==> src/shared/nrbt_pkg.sv <==
// package for the nibble rotate / bit test datapath
// assumes one processor clock; memory answers reads in the cycle after a request
package nrbt_pkg;
	// ****************************************
	// opcodes
	// ****************************************
	localparam logic [7:0] OP_PREFIX_ED = 8'hed;
	localparam logic [7:0] OP_RLD_DIGIT = 8'h6f;
	localparam logic [7:0] OP_RRD_DIGIT = 8'h67;
	localparam logic [7:0] OP_PREFIX_CB = 8'hcb;
	localparam logic [7:0] OP_PREFIX_DD = 8'hdd;
	localparam logic [1:0] BIT_GROUP = 2'h1;
	localparam logic [2:0] MEM_OPERAND = 3'h6;
	localparam logic [2:0] ACC_CODE = 3'h7;
	// ****************************************
	// flag positions and reset values
	// ****************************************
	localparam int FLAG_S = 7;
	localparam int FLAG_Z = 6;
	localparam int FLAG_H = 4;
	localparam int FLAG_PV = 2;
	localparam int FLAG_N = 1;
	localparam int FLAG_C = 0;
	localparam logic [7:0] FLAGS_RESET = 8'h00;
	localparam logic [7:0] ACC_RESET = 8'h00;
	// ****************************************
	// machine cycle lengths in clock states
	// ****************************************
	localparam int ROT_MCYCLES = 5;
	localparam logic [2:0] ROT_TSTATES [5] = '{3'h4, 3'h4, 3'h3, 3'h4, 3'h3};
	localparam int BREG_MCYCLES = 2;
	localparam logic [2:0] BREG_TSTATES [5] = '{3'h4, 3'h4, 3'h0, 3'h0, 3'h0};
	localparam int BHL_MCYCLES = 3;
	localparam logic [2:0] BHL_TSTATES [5] = '{3'h4, 3'h4, 3'h4, 3'h0, 3'h0};
	localparam int BIX_MCYCLES = 5;
	localparam logic [2:0] BIX_TSTATES [5] = '{3'h4, 3'h4, 3'h3, 3'h5, 3'h4};
	// memory cycle index: rotate reads in m3, writes in m5; bit tests read in last
	localparam logic [2:0] ROT_READ_M = 3'h2;
	localparam logic [2:0] ROT_WRITE_M = 3'h4;

	typedef enum logic [2:0] {NRBT_NONE, NRBT_RLD, NRBT_RRD, NRBT_BREG, NRBT_BHL,
		NRBT_BIX} nrbt_op_t;

	typedef struct packed {
		logic [7:0] b;
		logic [7:0] c;
		logic [7:0] d;
		logic [7:0] e;
		logic [7:0] h;
		logic [7:0] l;
		logic [15:0] ix;
	} nrbt_regs_t;

	typedef struct packed {
		logic req;
		logic wr;
		logic [15:0] addr;
		logic [7:0] wdata;
	} nrbt_mem_t;
endpackage : nrbt_pkg

==> src/design/nrbt_unit.sv <==
// nibble rotate and single-bit test execution unit
// assumes the sequencer holds instr bytes stable while start_i pulses and
// that memory returns read data on mem_rdata_i the cycle after a read request
`timescale 1ns/1ps
module nrbt_unit (
	input wire logic mclk_i,
	input wire logic resetn_i,
	input wire logic start_i,
	input wire logic [7:0] op0_i,
	input wire logic [7:0] op1_i,
	input wire logic [7:0] op2_i,
	input wire logic [7:0] op3_i,
	input wire nrbt_pkg::nrbt_regs_t regs_i,
	input wire logic [15:0] pointer_pair_i,
	input wire logic [7:0] acc_load_i,
	input wire logic [7:0] flags_load_i,
	input wire logic load_i,
	input wire logic [7:0] mem_rdata_i,
	output nrbt_pkg::nrbt_mem_t mem_o,
	output logic [7:0] acc_o,
	output logic [7:0] flags_o,
	output logic busy_o,
	output logic done_o,
	output logic illegal_o,
	output logic [2:0] mcycle_o,
	output logic [2:0] tstate_o
);
	import nrbt_pkg::*;

	// ****************************************
	// decode
	// ****************************************
	function automatic nrbt_op_t decode(input logic [7:0] a, input logic [7:0] b,
		input logic [7:0] c);
		decode = NRBT_NONE;
		if (a == OP_PREFIX_ED && b == OP_RLD_DIGIT) begin
			decode = NRBT_RLD;
		end else if (a == OP_PREFIX_ED && b == OP_RRD_DIGIT) begin
			decode = NRBT_RRD;
		end else if (a == OP_PREFIX_CB && b[7:6] == BIT_GROUP) begin
			if (b[2:0] == MEM_OPERAND) begin
				decode = NRBT_BHL;
			end else if (b[2:0] <= 3'h5 || b[2:0] == ACC_CODE) begin
				decode = NRBT_BREG;
			end
		end else if (a == OP_PREFIX_DD && b == OP_PREFIX_CB && c[7:6] == BIT_GROUP
			&& c[2:0] == MEM_OPERAND) begin
			decode = NRBT_BIX;
		end
	endfunction : decode

	function automatic logic [7:0] reg_sel(input nrbt_regs_t r, input logic [7:0] a,
		input logic [2:0] code);
		unique case (code)
			3'h0: reg_sel = r.b;
			3'h1: reg_sel = r.c;
			3'h2: reg_sel = r.d;
			3'h3: reg_sel = r.e;
			3'h4: reg_sel = r.h;
			3'h5: reg_sel = r.l;
			default: reg_sel = a;
		endcase
	endfunction : reg_sel

	function automatic logic is_rot(input nrbt_op_t o);
		is_rot = (o == NRBT_RLD || o == NRBT_RRD);
	endfunction : is_rot

	nrbt_op_t start_op;
	nrbt_op_t op;
	logic [7:0] sel_byte;
	logic [2:0] bit_idx;
	logic [7:0] mem_byte;
	logic [2:0] last_m;
	logic [2:0] t_len;
	logic last_state;
	logic [15:0] addr;
	logic [7:0] operand;
	logic [7:0] next_acc;
	logic [7:0] next_mem;
	logic [7:0] wr_byte;

	// indexed form carries the bit byte last, after the displacement;
	// op2_i is only the displacement there and never decides the form
	assign start_op = decode(op0_i, op1_i, op3_i);

	// ****************************************
	// sequencing
	// ****************************************
	always_comb begin
		unique case (op)
			NRBT_RLD, NRBT_RRD: begin
				t_len = ROT_TSTATES[mcycle_o];
				last_m = 3'(ROT_MCYCLES - 1);
			end
			NRBT_BREG: begin
				t_len = BREG_TSTATES[mcycle_o];
				last_m = 3'(BREG_MCYCLES - 1);
			end
			NRBT_BHL: begin
				t_len = BHL_TSTATES[mcycle_o];
				last_m = 3'(BHL_MCYCLES - 1);
			end
			NRBT_BIX: begin
				t_len = BIX_TSTATES[mcycle_o];
				last_m = 3'(BIX_MCYCLES - 1);
			end
			default: begin
				t_len = 3'h1;
				last_m = 3'h0;
			end
		endcase
	end

	assign last_state = busy_o && (tstate_o == t_len - 3'h1);

	always_ff @(posedge mclk_i) begin
		if (!resetn_i) begin
			busy_o <= 1'b0;
			op <= NRBT_NONE;
			mcycle_o <= 3'h0;
			tstate_o <= 3'h0;
		end else if (!busy_o) begin
			if (start_i && start_op != NRBT_NONE) begin
				busy_o <= 1'b1;
				op <= start_op;
				mcycle_o <= 3'h0;
				tstate_o <= 3'h0;
			end
		end else if (last_state) begin
			tstate_o <= 3'h0;
			if (mcycle_o == last_m) begin
				busy_o <= 1'b0;
				op <= NRBT_NONE;
				mcycle_o <= 3'h0;
			end else begin
				mcycle_o <= mcycle_o + 3'h1;
			end
		end else begin
			tstate_o <= tstate_o + 3'h1;
		end
	end

	// operands latched at start so the sequencer may move on
	always_ff @(posedge mclk_i) begin
		if (!resetn_i) begin
			sel_byte <= 8'h00;
			bit_idx <= 3'h0;
			addr <= 16'h0000;
		end else if (!busy_o && start_i) begin
			sel_byte <= reg_sel(regs_i, acc_o, op1_i[2:0]);
			bit_idx <= (start_op == NRBT_BIX) ? op3_i[5:3] : op1_i[5:3];
			addr <= (start_op == NRBT_BIX) ? regs_i.ix + {{8{op2_i[7]}}, op2_i}
				: pointer_pair_i;
		end
	end

	// ****************************************
	// memory cycles
	// ****************************************
	// rotates read at start of m3 and write at start of m5; memory bit tests read at start of their last m-cycle
	always_comb begin
		mem_o.addr = addr;
		mem_o.wdata = wr_byte;
		mem_o.req = 1'b0;
		mem_o.wr = 1'b0;
		if (busy_o && tstate_o == 3'h0) begin
			if (is_rot(op) && mcycle_o == ROT_READ_M) begin
				mem_o.req = 1'b1;
			end else if (is_rot(op) && mcycle_o == ROT_WRITE_M) begin
				mem_o.req = 1'b1;
				mem_o.wr = 1'b1;
			end else if ((op == NRBT_BHL || op == NRBT_BIX) && mcycle_o == last_m) begin
				// bit tests only ever read memory
				mem_o.req = 1'b1;
			end
		end
	end

	always_ff @(posedge mclk_i) begin
		if (!resetn_i) begin
			mem_byte <= 8'h00;
		end else if (busy_o && tstate_o == 3'h1 && op != NRBT_BREG
			&& (mcycle_o == ROT_READ_M || mcycle_o == last_m) && op != NRBT_NONE) begin
			// read data arrives one cycle after the request
			if (!(is_rot(op) && mcycle_o == ROT_WRITE_M)) begin
				mem_byte <= mem_rdata_i;
			end
		end
	end

	// ****************************************
	// write data
	// ****************************************
	// new byte held in a flop before the write slot, so the data bus stays
	// steady while the write strobe stands; assumes acc and the read byte
	// do not move between the end of m4 and the write
	always_ff @(posedge mclk_i) begin
		if (!resetn_i) begin
			wr_byte <= 8'h00;
		end else if (is_rot(op) && busy_o && last_state
			&& mcycle_o == ROT_WRITE_M - 3'h1) begin
			wr_byte <= next_mem;
		end
	end

	// ****************************************
	// nibble datapath
	// ****************************************
	always_comb begin
		next_acc = acc_o;
		next_mem = mem_byte;
		if (op == NRBT_RLD) begin
			// left digit move, upper acc kept
			next_acc = {acc_o[7:4], mem_byte[7:4]};
			next_mem = {mem_byte[3:0], acc_o[3:0]};
		end else if (op == NRBT_RRD) begin
			// right digit move, upper acc kept
			next_acc = {acc_o[7:4], mem_byte[3:0]};
			next_mem = {acc_o[3:0], mem_byte[7:4]};
		end
	end

	// memory operand is the byte caught in the answer cycle; the data bus
	// is not held by memory after that cycle
	assign operand = (op == NRBT_BREG) ? sel_byte : mem_byte;

	// ****************************************
	// accumulator, flags, completion
	// ****************************************
	// acc updates at the last state of m5, after the data bus already holds next_mem
	always_ff @(posedge mclk_i) begin
		if (!resetn_i) begin
			acc_o <= ACC_RESET;
		end else if (load_i && !busy_o) begin
			acc_o <= acc_load_i;
		end else if (busy_o && last_state && mcycle_o == last_m
			&& is_rot(op)) begin
			acc_o <= next_acc;
		end
	end

	always_ff @(posedge mclk_i) begin
		if (!resetn_i) begin
			flags_o <= FLAGS_RESET;
		end else if (load_i && !busy_o) begin
			flags_o <= flags_load_i;
		end else if (busy_o && last_state && mcycle_o == last_m) begin
			if (is_rot(op)) begin
				flags_o[FLAG_S] <= next_acc[7];
				flags_o[FLAG_Z] <= (next_acc == 8'h00);
				flags_o[FLAG_PV] <= ~^next_acc;
				// h and n cleared, carry kept
				flags_o[FLAG_H] <= 1'b0;
				flags_o[FLAG_N] <= 1'b0;
			end else begin
				flags_o[FLAG_Z] <= ~operand[bit_idx];
				// h set, n cleared; s and pv left as they were
				flags_o[FLAG_H] <= 1'b1;
				flags_o[FLAG_N] <= 1'b0;
			end
		end
	end

	always_ff @(posedge mclk_i) begin
		if (!resetn_i) begin
			done_o <= 1'b0;
			illegal_o <= 1'b0;
		end else begin
			done_o <= busy_o && last_state && mcycle_o == last_m;
			illegal_o <= !busy_o && start_i && start_op == NRBT_NONE;
		end
	end
endmodule : nrbt_unit

==> config.mk <==
export PLATFORM = sky130hd
export DESIGN_NAME = nrbt_unit
export DESIGN_NICKNAME = d
export VERILOG_FILES = /design/src/shared/nrbt_pkg.sv /design/src/design/nrbt_unit.sv
export SDC_FILE = /design/constraint.sdc
export NUM_CORES = 1
export LEC_CHECK = 0
export BUFFER_PORTS_ARGS = -buffer_cell sky130_fd_sc_hd__buf_4
export CORE_ASPECT_RATIO = 1.1
export CORE_MARGIN = 2
export CORE_UTILIZATION = 25
export DETAILED_ROUTE_END_ITERATION = 8
export GPL_ROUTABILITY_DRIVEN = 0
export PLACE_DENSITY = 0.42
export SETUP_SLACK_MARGIN = 0.1
export SLEW_MARGIN = 20
export SYNTH_ARGS = -nofsm -noshare
export SYNTH_HDL_FRONTEND = slang
export SYNTH_SLANG_ARGS = --single-unit
==> constraint.sdc <==
create_clock -name mclk_i -period 3 [get_ports mclk_i]
set_input_delay 0.15 -clock mclk_i [delete_from_list [all_inputs] [get_ports mclk_i]]
set_output_delay 0.15 -clock mclk_i [all_outputs]
set_load 0.05 [all_outputs]
==> Yosys cells after proc, flatten, opt, wreduce, memory -nomap -nowiden <==
Memory sizes are Yosys's and may differ from the RTL's.
Cells that the tools add are included.
{ "word_totals": {"word_cells": 165, "inputBits": 140, "memories": 4, "mem_bits_rw": 0, "out_inout_bits": 51, "romBits": 96, "ff_bits": 71, "latch_bits": 0} }
{ "classes": {"div_mod_pow": 0, "muxes": 58, "magnitude_cmp": 3, "n_shift": 0, "bitwise": 3, "multipliers": 0, "add_sub_neg": 4, "reduce_logical": 47, "n_eq_ne": 31} }
{ "mem_list": {"columns": ["name", "words", "width", "read_ports", "rd_ports_with_merged_regs", "wr", "line", "text"], "rows": [
  ["(no name shown)", 8, 3, 1, 0, 0, "nrbt_unit.sv:105", "t_len = BIX_TSTATES[mcycle_o];"],
  ["(no name shown)", 8, 3, 1, 0, 0, "nrbt_unit.sv:101", "t_len = BHL_TSTATES[mcycle_o];"],
  ["(no name shown)", 8, 3, 1, 0, 0, "nrbt_unit.sv:97", "t_len = BREG_TSTATES[mcycle_o];"],
  ["(no name shown)", 8, 3, 1, 0, 0, "nrbt_unit.sv:93", "t_len = ROT_TSTATES[mcycle_o];"]
]} }
{ "ops": {"columns": ["op", "count"], "rows": [
  ["3-bit two-way mux", 24],
  ["8-bit one-hot mux with 6 select lines", 1],
  ["8-bit two-way mux", 5],
  ["8-bit equality test (second input constant)", 4],
  ["3-bit equality test (second input constant)", 9],
  ["1-bit logical AND", 25],
  ["3-bit by 2-bit equality test with 1-bit output (second input constant)", 6],
  ["16-bit adder", 1],
  ["8-bit by 7-bit equality test with 1-bit output (second input constant)", 2],
  ["1-bit two-way mux", 16],
  ["16-bit two-way mux", 1],
  ["2-bit two-way mux", 6],
  ["3-bit one-hot mux with 4 select lines", 1],
  ["3-bit by 1-bit equality test with 1-bit output (second input constant)", 3],
  ["3-bit zero test", 3],
  ["3-bit one-hot mux with 3 select lines", 1],
  ["8-bit zero test", 1],
  ["4-bit two-way mux", 2],
  ["2-bit nonzero test", 4],
  ["8-bit XNOR reduction", 1],
  ["3-bit by 1-bit adder with 3-bit output (second input constant)", 2],
  ["3-bit equality test", 2],
  ["2-bit AND reduction", 3],
  ["3-bit nonzero test", 2],
  ["other kinds (15)", 21]
]} }

==> Logic depth before layout (Yosys ltp) <==
Gate-level depths: netlist of run 1.
{ "depth": {"word_depth": 13, "mapped_depth": 14, "mapped_depth_nobuf": 11} }

==> Worst setup path after synthesis of run 1 <==
Ideal clock, no wire load.
{ "synth_timing": {"path_type": "register to register", "startpoint": "register mcycle_o[0]", "endpoint": "register flags_o[2]", "required_time_ns": 2.909, "stages_incl_launch_ff": 11, "n_path_buf": 0, "synth_period_minus_slack_ns": 3.093, "arrival_time_ns": 3.002, "path_slack_ns": -0.093, "setup_time_ns": 0.091, "path_cell_list": "dfxtp_1 -> inv_1 -> ha_1 -> o31a_1 -> nor2_1 -> ha_1 -> xor2_1 -> xnor2_4 -> nand4_4 -> or3_1 -> a311oi_1"} }
{ "synth_between": {"elab_chain_cells": 12, "word_cells_on_any_way": 22, "cone_classes": "1 x add/sub; 2 x eq/ne; 9 x mux; 1 x bitwise; 5 x reduce/logical; 4 x memory"} }
{ "synth_lines": {"columns": ["element", "line", "text"], "rows": [
  ["start: declaration", "nrbt_unit.sv:25", "output logic [2:0] mcycle_o,"],
  ["start signal: assignment", "nrbt_unit.sv:137", "mcycle_o <= mcycle_o + 3'h1;"],
  ["3-bit NOT with 4-bit output (implied by the code)", null, null],
  ["memory read 8 x 3 bit, on equally long branches", null, null],
  ["3-bit two-way mux, on equally long branches (2 in series)", null, null],
  ["3-bit one-hot mux with 4 select lines", "nrbt_unit.sv:91", "unique case (op)"],
  ["3-bit by 1-bit subtractor with 3-bit output", "nrbt_unit.sv:115", "assign last_state = busy_o && (tstate_o == t_len - 3'h1);"],
  ["3-bit equality test", "nrbt_unit.sv:115", null],
  ["1-bit logical AND", "nrbt_unit.sv:115", null],
  ["1-bit logical AND", "nrbt_unit.sv:248", "end else if (busy_o && last_state && mcycle_o == last_m) begin"],
  ["1-bit logical AND (*)", "nrbt_unit.sv:248", null],
  ["2-bit nonzero test (no source line) (*)", null, null],
  ["2-bit AND reduction (no source line) (*)", null, null],
  ["end signal: assignment", "nrbt_unit.sv:247", "flags_o <= flags_load_i;"],
  ["end signal: indexed assignment", "nrbt_unit.sv:250", "flags_o[FLAG_S] <= next_acc[7];"],
  ["end signal: indexed assignment", "nrbt_unit.sv:251", "flags_o[FLAG_Z] <= (next_acc == 8'h00);"],
  ["end: declaration", "nrbt_unit.sv:21", "output logic [7:0] flags_o,"]
]} }
Mark *: on every way between the ends. The rest lies on a longest branch, timed or not. The select of a mux whose other input is x is not followed.
A chain may end at the register's enable or synchronous reset.

==> Final worst setup path of run 1 <==
{ "layout_timing": {"startpoint": "register mcycle_o[0]", "endpoint": "register acc_o[3]"} }
{ "layout_between": {"elab_chain_cells": 12, "word_cells_on_any_way": 22, "cone_classes": "1 x add/sub; 2 x eq/ne; 9 x mux; 1 x bitwise; 5 x reduce/logical; 4 x memory"} }
{ "layout_lines": {"columns": ["element", "line", "text"], "rows": [
  ["3-bit NOT with 4-bit output (implied by the code)", null, null],
  ["memory read 8 x 3 bit, on equally long branches", null, null],
  ["3-bit two-way mux, on equally long branches (2 in series)", null, null],
  ["3-bit one-hot mux with 4 select lines", "nrbt_unit.sv:91", null],
  ["3-bit by 1-bit subtractor with 3-bit output", "nrbt_unit.sv:115", null],
  ["3-bit equality test", "nrbt_unit.sv:115", null],
  ["1-bit logical AND", "nrbt_unit.sv:115", null],
  ["1-bit logical AND", "nrbt_unit.sv:237", "end else if (busy_o && last_state && mcycle_o == last_m"],
  ["1-bit logical AND (*)", "nrbt_unit.sv:237", null],
  ["1-bit logical AND (*)", "nrbt_unit.sv:238", "&& is_rot(op)) begin"],
  ["2-bit nonzero test (no source line) (*)", null, null],
  ["end signal: assignment", "nrbt_unit.sv:236", "acc_o <= acc_load_i;"],
  ["end signal: assignment", "nrbt_unit.sv:239", "acc_o <= next_acc;"],
  ["end: declaration", "nrbt_unit.sv:20", "output logic [7:0] acc_o,"]
]} }
Marks and branches as above.

==> results.cfg, run 1 <==
[detailed_routing]
drc = 0
ant_nets = 0
vias_per_cell = 5.12
vias = 5568
drt-initial-drc-count = 284
dr.pass1.iters = 4
wirelength_um = 19800
wl_per_cell_um = 18.2

[sta]
finalSetupViolCount = 0
finalCritPeriodShare_pct = 90.9
rsz0062_at_grt = false
fin_ws_ns = 0.273
worst_slew_pin_slew_ns = 0.842
fin_tns_setup_ns = 0
clock_skew_ns = 0.0129
fmax_mhz = 367
hold_viol = 0
relSlewSlack_pct = 43.7
period_minus_slack_ns = 2.73
slew_violations = 0

[synth]
syn-cell-area_um2 = 5140
synth-seq-area-share_pct = 27.6
synthCells = 642
synthArstFlopShare_pct = 0
synth.avg_cell_area_um2 = 8.01
ys_seq_elements = 71
synth_common_cells = nand2_1, dfxtp_1, a21oi_1
synth_ff_type = dfxtp_1
yosysTopAreaCell = dfxtp_1
yosys.area.top_type_share_pct = 27.6
synth_area_leaders = dfxtp_1, ha_1, nand2_1
yosysUniqueCellTypes = 66
ys_warn_count = 0
syn-num-nets = 810
yosysMostFrequentCell = nand2_1
synth_edf_count = 0

[grt]
antenna_found_initial = 0
grt_max_degree = 39
track_usage_pct = 17.9
grt_pass1_vias = 5609
overflow = 0
grt_pass1_wl_um = 30600

[worst_setup_path]
cp_slowest_stage_delay_ns = 0.38
r2r_setup_slack_ns = 0.27
cp.required_ns = 3.25
crit_type = reg -> reg
cp.arrival_ns = 2.98
worst_setup_path_start_kind = register
path_common_cell = ha_2
crit_fanout = 7
crit_path_end = acc_o[3]
startpoint = mcycle_o[0]
crit_chain = inv_1, ha_2, o31a_1, nor2_2, ha_2, xor2_4, xnor2_4, nand4_4, or3_1, a311oi_1
cp_slowest_cell = dfxtp_4
end_kind = register
crit-reg2reg-capture = acc_o[3]
rr_worst_depth = 10
r2r_start = mcycle_o[0]

[floorplan]
initial_core_util_pct = 25.2
die_h_um = 154
die_w_um = 141
pin_count = 191
core-area_um2 = 20400
rows = 55
die_area_um2 = 21700

[clock_network]
clk_pin_slew_ns = 0.06
h-tree-depth = 3
clock_path_buffers = 2
cts_sinks = 71
numCtsBuffers = 9
worstSkewPairLatency_ns = 0.34
ctsHoldBuffers = 0
ctsRootBufferMaster = clkbuf_16
cts_tree = yes

[power]
p_seq_share_pct = 34.5
p_sw_uw = 840
powerDensity_nw_per_um2 = 403
power_frac_comb_pct = 22.9
p_sw_share_pct = 28.5
leakagePower_uw = 0.00311
ir_worst_vdd_v = 0.000310
p_int_uw = 2110
p_clk_share_pct = 42.6

[cells_and_area]
final_nets = 994
antenna_cells = 0
syn2layout_area_growth_pct = 42.3
drive_above_1_share_pct = 32.4
final_util_pct = 35.9

[run]
cap_violations = 0

[place]
dpl.hpwl_um = 15100
dp_slack_ns = 0.0737
portBuffers = 190

[outcome]
status = finished clean

[min_path]
hp-class = in -> reg
==> through the flow <==
stage               std cells  hold slack [ns]  instance area [um^2]  power (uW)
floorplan                 642            0.286                  5140        1420
global placement         1070            0.396                  6900        1710
detailed placement       1070            0.404                  6900        1720
CTS                      1086           0.0429                  7250        2990
global route             1087           0.0507                  7320        3090
finish                   1087           0.0574                  7320        2950
==> flip-flops by register name, summed over array words and instances (netlist names) <==
register	cells
acc_o	8
addr	16
bit_idx	3
busy_o	1
done_o	1
flags_o	8
illegal_o	1
mcycle_o	3
mem_byte	8
op	3
sel_byte	8
tstate_o	3
wr_byte	8
==> power by group through the flow <==
stage          clock network [uW]  registers [uW]  logic (uW)
2_1_floorplan                   0            1120         300
3_3_place_gp                    0            1040         672
3_5_place_dp                    0            1040         675
4_1_cts                      1290            1020         678
5_1_grt                      1330            1020         737
6_report                     1250            1020         674
==> final cells by class <==
type | instances | area (um^2)
fillers | 2176 | 13100
multi-input cells | 506 | 3530
repair buffers | 216 | 1620
flip-flops and latches | 71 | 1430
well taps | 256 | 320
clock buffers | 10 | 229
clock inverters | 6 | 109
inverters | 22 | 82.6
==> cell usage in the layout, fill, tap and decap left out, types with 3 or more instances in the layout <==
cell / count
a211oi_1: 6
buf_4: 216
and3_1: 5
or2_2: 4
nor2_1: 44
o221ai_1: 8
a21o_1: 9
nor3_1: 12
or3_1: 10
o22ai_1: 5
o21ai_1: 3
inv_1: 22
nor3b_1: 6
nor2b_1: 7
xnor2_1: 10
o21ai_0: 44
bufinv_16: 3
o211ai_1: 9
and2_1: 4
a221oi_1: 4
nand3_1: 19
mux2_2: 3
mux2i_1: 29
o22a_1: 12
nand2b_1: 9
mux4_2: 6
nand4b_1: 4
nand4_1: 4
clkbuf_16: 9
xor2_1: 3
nand2_1: 77
a31oi_1: 12
a21oi_1: 52
ha_1: 25
dfxtp_1: 68
a311oi_1: 13
==> worst max-delay path, delay by kind of cell, from the launching register on <==
kind | cells | cell delay [ns]
and+or+nand+nor | 3 | 0.68
AOI/OAI and AO/OA | 2 | 0.58
adders and majority gates | 2 | 0.47
xor gates and xnor gates | 2 | 0.44
DFF | 1 | 0.38
buffers and inverters | 1 | 0.09
==> what timing repair did <==
item / in CTS / in global routing
pin swaps: 0 / 4
setup buffers: 0 / 0
gates resized for setup: 1 / 15
gates cloned: 0 / 1
setup endpoints to repair: 5 / 18
==> routing by layer <==
| metal | GRT usage (%) | vias to the layer above | part of all wire, % |
|---|---|---|---|
| met2 | 32.2 | 154 | 52 |
| met1 | 21.3 | 2655 | 42 |
| met5 | 0 | - | 0 |
| met3 | 4.55 | 12 | 5.6 |
| li1 | - | 2747 | - |
| met4 | 4.43 | 0 | 0.85 |
==> worst min path at each step <==
stage          endpoint  depth (start not counted)  slack [ns]                from
2_1_floorplan  acc_o[4]                          2        0.29       acc_load_i[4]
6_report       addr[11]                          3        0.06  pointer_pair_i[11]
4_1_cts        acc_o[6]                          3        0.04       acc_load_i[6]
3_3_place_gp   addr[11]                          3        0.40  pointer_pair_i[11]
3_5_place_dp   addr[11]                          3        0.40  pointer_pair_i[11]
5_1_grt        acc_o[4]                          3        0.05       acc_load_i[4]
==> cells by family after synthesis <==
family,Yosys count,synth area share (%)
and+or+nand+nor,224,22.3
AOI/OAI and AO/OA,200,25.9
DFF,71,27.6
buffers and inverters,66,5.33
muxes,38,8.93
adders and majority gates,28,6.96
xor gates and xnor gates,15,2.92
Power figures use the tool's default switching activity.
==> run 2, diff against run 1 <==
--- a/config.mk
+++ b/config.mk
@@ -6,12 +6,14 @@
 export NUM_CORES = 1
 export LEC_CHECK = 0
 export BUFFER_PORTS_ARGS = -buffer_cell sky130_fd_sc_hd__buf_4
+export CELL_PAD_IN_SITES_DETAIL_PLACEMENT = 2
+export CELL_PAD_IN_SITES_GLOBAL_PLACEMENT = 2
 export CORE_ASPECT_RATIO = 1.1
 export CORE_MARGIN = 2
 export CORE_UTILIZATION = 25
 export DETAILED_ROUTE_END_ITERATION = 8
 export GPL_ROUTABILITY_DRIVEN = 0
-export PLACE_DENSITY = 0.42
+export PLACE_DENSITY = 0.7
 export SETUP_SLACK_MARGIN = 0.1
 export SLEW_MARGIN = 20
 export SYNTH_ARGS = -nofsm -noshare
==> constraint.sdc (replaced) <==
create_clock -name mclk_i -period 3.1 [get_ports mclk_i]
set_input_delay 0.155 -clock mclk_i [delete_from_list [all_inputs] [get_ports mclk_i]]
set_output_delay 0.155 -clock mclk_i [all_outputs]
set_load 0.05 [all_outputs]
==> run 2 against run 1 <==
Effect of this change: total power shrank 1.3%; non-clock buffer count shrank 5; final cell count down 0.46%; sequential power decreased by 4%; count of clock-buffer cells in the layout unchanged; highest routed layer unchanged; largest cell class unchanged; die area did not move; sequential cell count did not move.
==> results.cfg, run 2 (synthesis gave the netlist of run 1 again) <==
[floorplan]
rows = 55
core-area_um2 = 20400
initial_core_util_pct = 25.2
die_h_um = 154
pin_count = 191
die_w_um = 141
die_area_um2 = 21700

[clock_network]
clock_path_buffers = 2
ctsHoldBuffers = 0
cts_sinks = 71
cts_tree = yes
worstSkewPairLatency_ns = 0.35
ctsRootBufferMaster = clkbuf_16
h-tree-depth = 3
numCtsBuffers = 9
clk_pin_slew_ns = 0.07

[worst_setup_path]
rr_worst_depth = 9
cp_slowest_cell = a21oi_1
cp_slowest_stage_delay_ns = 0.47
crit_chain = buf_4, or2b_1, a21oi_1, o22ai_1, ha_1, xor2_1, xnor2_1, or3_1, a311oi_2
r2r_start = op[0]
worst_setup_path_start_kind = register
startpoint = op[0]
cp.arrival_ns = 3.15
crit-reg2reg-capture = flags_o[2]
crit_fanout = 10
crit_type = reg -> reg
r2r_setup_slack_ns = 0.20
end_kind = register
cp.required_ns = 3.36
crit_path_end = flags_o[2]

[sta]
fin_tns_setup_ns = 0
finalSetupViolCount = 0
finalCritPeriodShare_pct = 93.5
relSlewSlack_pct = 40.8
slew_violations = 0
period_minus_slack_ns = 2.90
rsz0062_at_grt = false
fmax_mhz = 345
worst_slew_pin_slew_ns = 0.881
hold_viol = 0
clock_skew_ns = 0.00847

[cells_and_area]
largest_register = addr
final_nets = 989
final_common_cell = buf_4
syn2layout_area_growth_pct = 41.2
fin_cells = 1082
layout_common_cells = buf_4, nand2_1, dfxtp_1
drive_above_1_share_pct = 31.6
antenna_cells = 0
largest_reg_flops = 16

[detailed_routing]
wirelength_um = 22300
drt-initial-drc-count = 205
ant_nets = 0
wl_per_cell_um = 20.6
vias = 5758
vias_per_cell = 5.32
dr.pass1.iters = 5
drc = 0

[power]
powerDensity_nw_per_um2 = 400
leakagePower_uw = 0.00308
ir_worst_vdd_v = 0.000250

[place]
dp_cells = 1063
portBuffers = 190
dpl.hpwl_um = 17100

[outcome]
status = finished clean

[run]
cap_violations = 0

[grt]
grt_pass1_wl_um = 34700
overflow = 0
antenna_found_initial = 0
track_usage_pct = 20.2
grt_pass1_vias = 6363
grt_max_degree = 49

[min_path]
hp-class = in -> reg
hp-start = pointer_pair_i[11]
[run 2: changes by cell type in the layout (fill, tap and decap cells not counted), sizes merged]
cell      previous run  this run
buf                216       211
clkinv               3         2
clkinvlp             0         1
[run 2: final cells by class]
class	instances	area, um^2
multi-input combinational	506	3500
timing repair buffer	211	1580
fill	2344	13100
inverter	22	82.6
clock inverter	6	108
sequential	71	1430
clock buffer	10	239
tap	256	320
[run 2: how the worst min path moves through the flow]
stage / to / slack [ns] / depth (start not counted)
after floorplan: acc_o[4] / 0.29 / 2
after global placement: addr[11] / 0.41 / 3
after detailed placement: addr[11] / 0.41 / 3
after CTS: addr[11] / 0.05 / 3
after global routing: flags_o[3] / 0.07 / 3
final: addr[11] / 0.05 / 3
[run 2: repair_timing]
item                                    CTS  global route
cloned                                    0             1
pin swaps                                 0             2
endpoints found under the setup margin    9            15
gates resized for setup                   4             5
buffers inserted                          0             2
hold endpoints to repair                  0             0
[run 2: through the flow]
step | total power (uW) | worst slack, ns | hold WS [ns] | util [%] | area [um^2]
floorplan | 1380 | 0.246 | 0.291 | - | 5140
global placement | 1650 | 0.234 | 0.407 | 33.6 | 6850
detailed placement | 1680 | 0.0591 | 0.408 | 33.6 | 6850
CTS | 2940 | 0.0775 | 0.0467 | 35.4 | 7220
global route | 3030 | 0.0736 | 0.0650 | 35.6 | 7260
finish | 2910 | 0.202 | 0.0491 | 35.6 | 7260
[run 2: report_power, final]
part | switching [uW] | leakage (uW) | total [uW] | internal [uW]
registers | 34.4 | 0.000584 | 984 | 950
logic | 369 | 0.00233 | 671 | 302
clock network | 446 | 0.000168 | 1250 | 806
total | 849 | 0.00308 | 2910 | 2060
[run 2: routing by layer]
metal | GRT usage [%] | up-vias | routed length [um]
met3 | 3.72 | 30 | 973
li1 | - | 2734 | -
met1 | 23.5 | 2849 | 9310
met4 | 6.33 | 0 | 409
met5 | 0 | - | 0
met2 | 37.3 | 145 | 11600
[run 2: worst max-delay path: cells and delay by family (launching register included)]
family	cells	cell delay (ns)
AO/OA/AOI/OAI	3	0.95
XOR/XNOR	2	0.29
AND/OR/NAND/NOR	2	0.59
flip-flops	1	0.44
buffers and inverters	1	0.19
adder cells (fa/ha/maj)	1	0.34
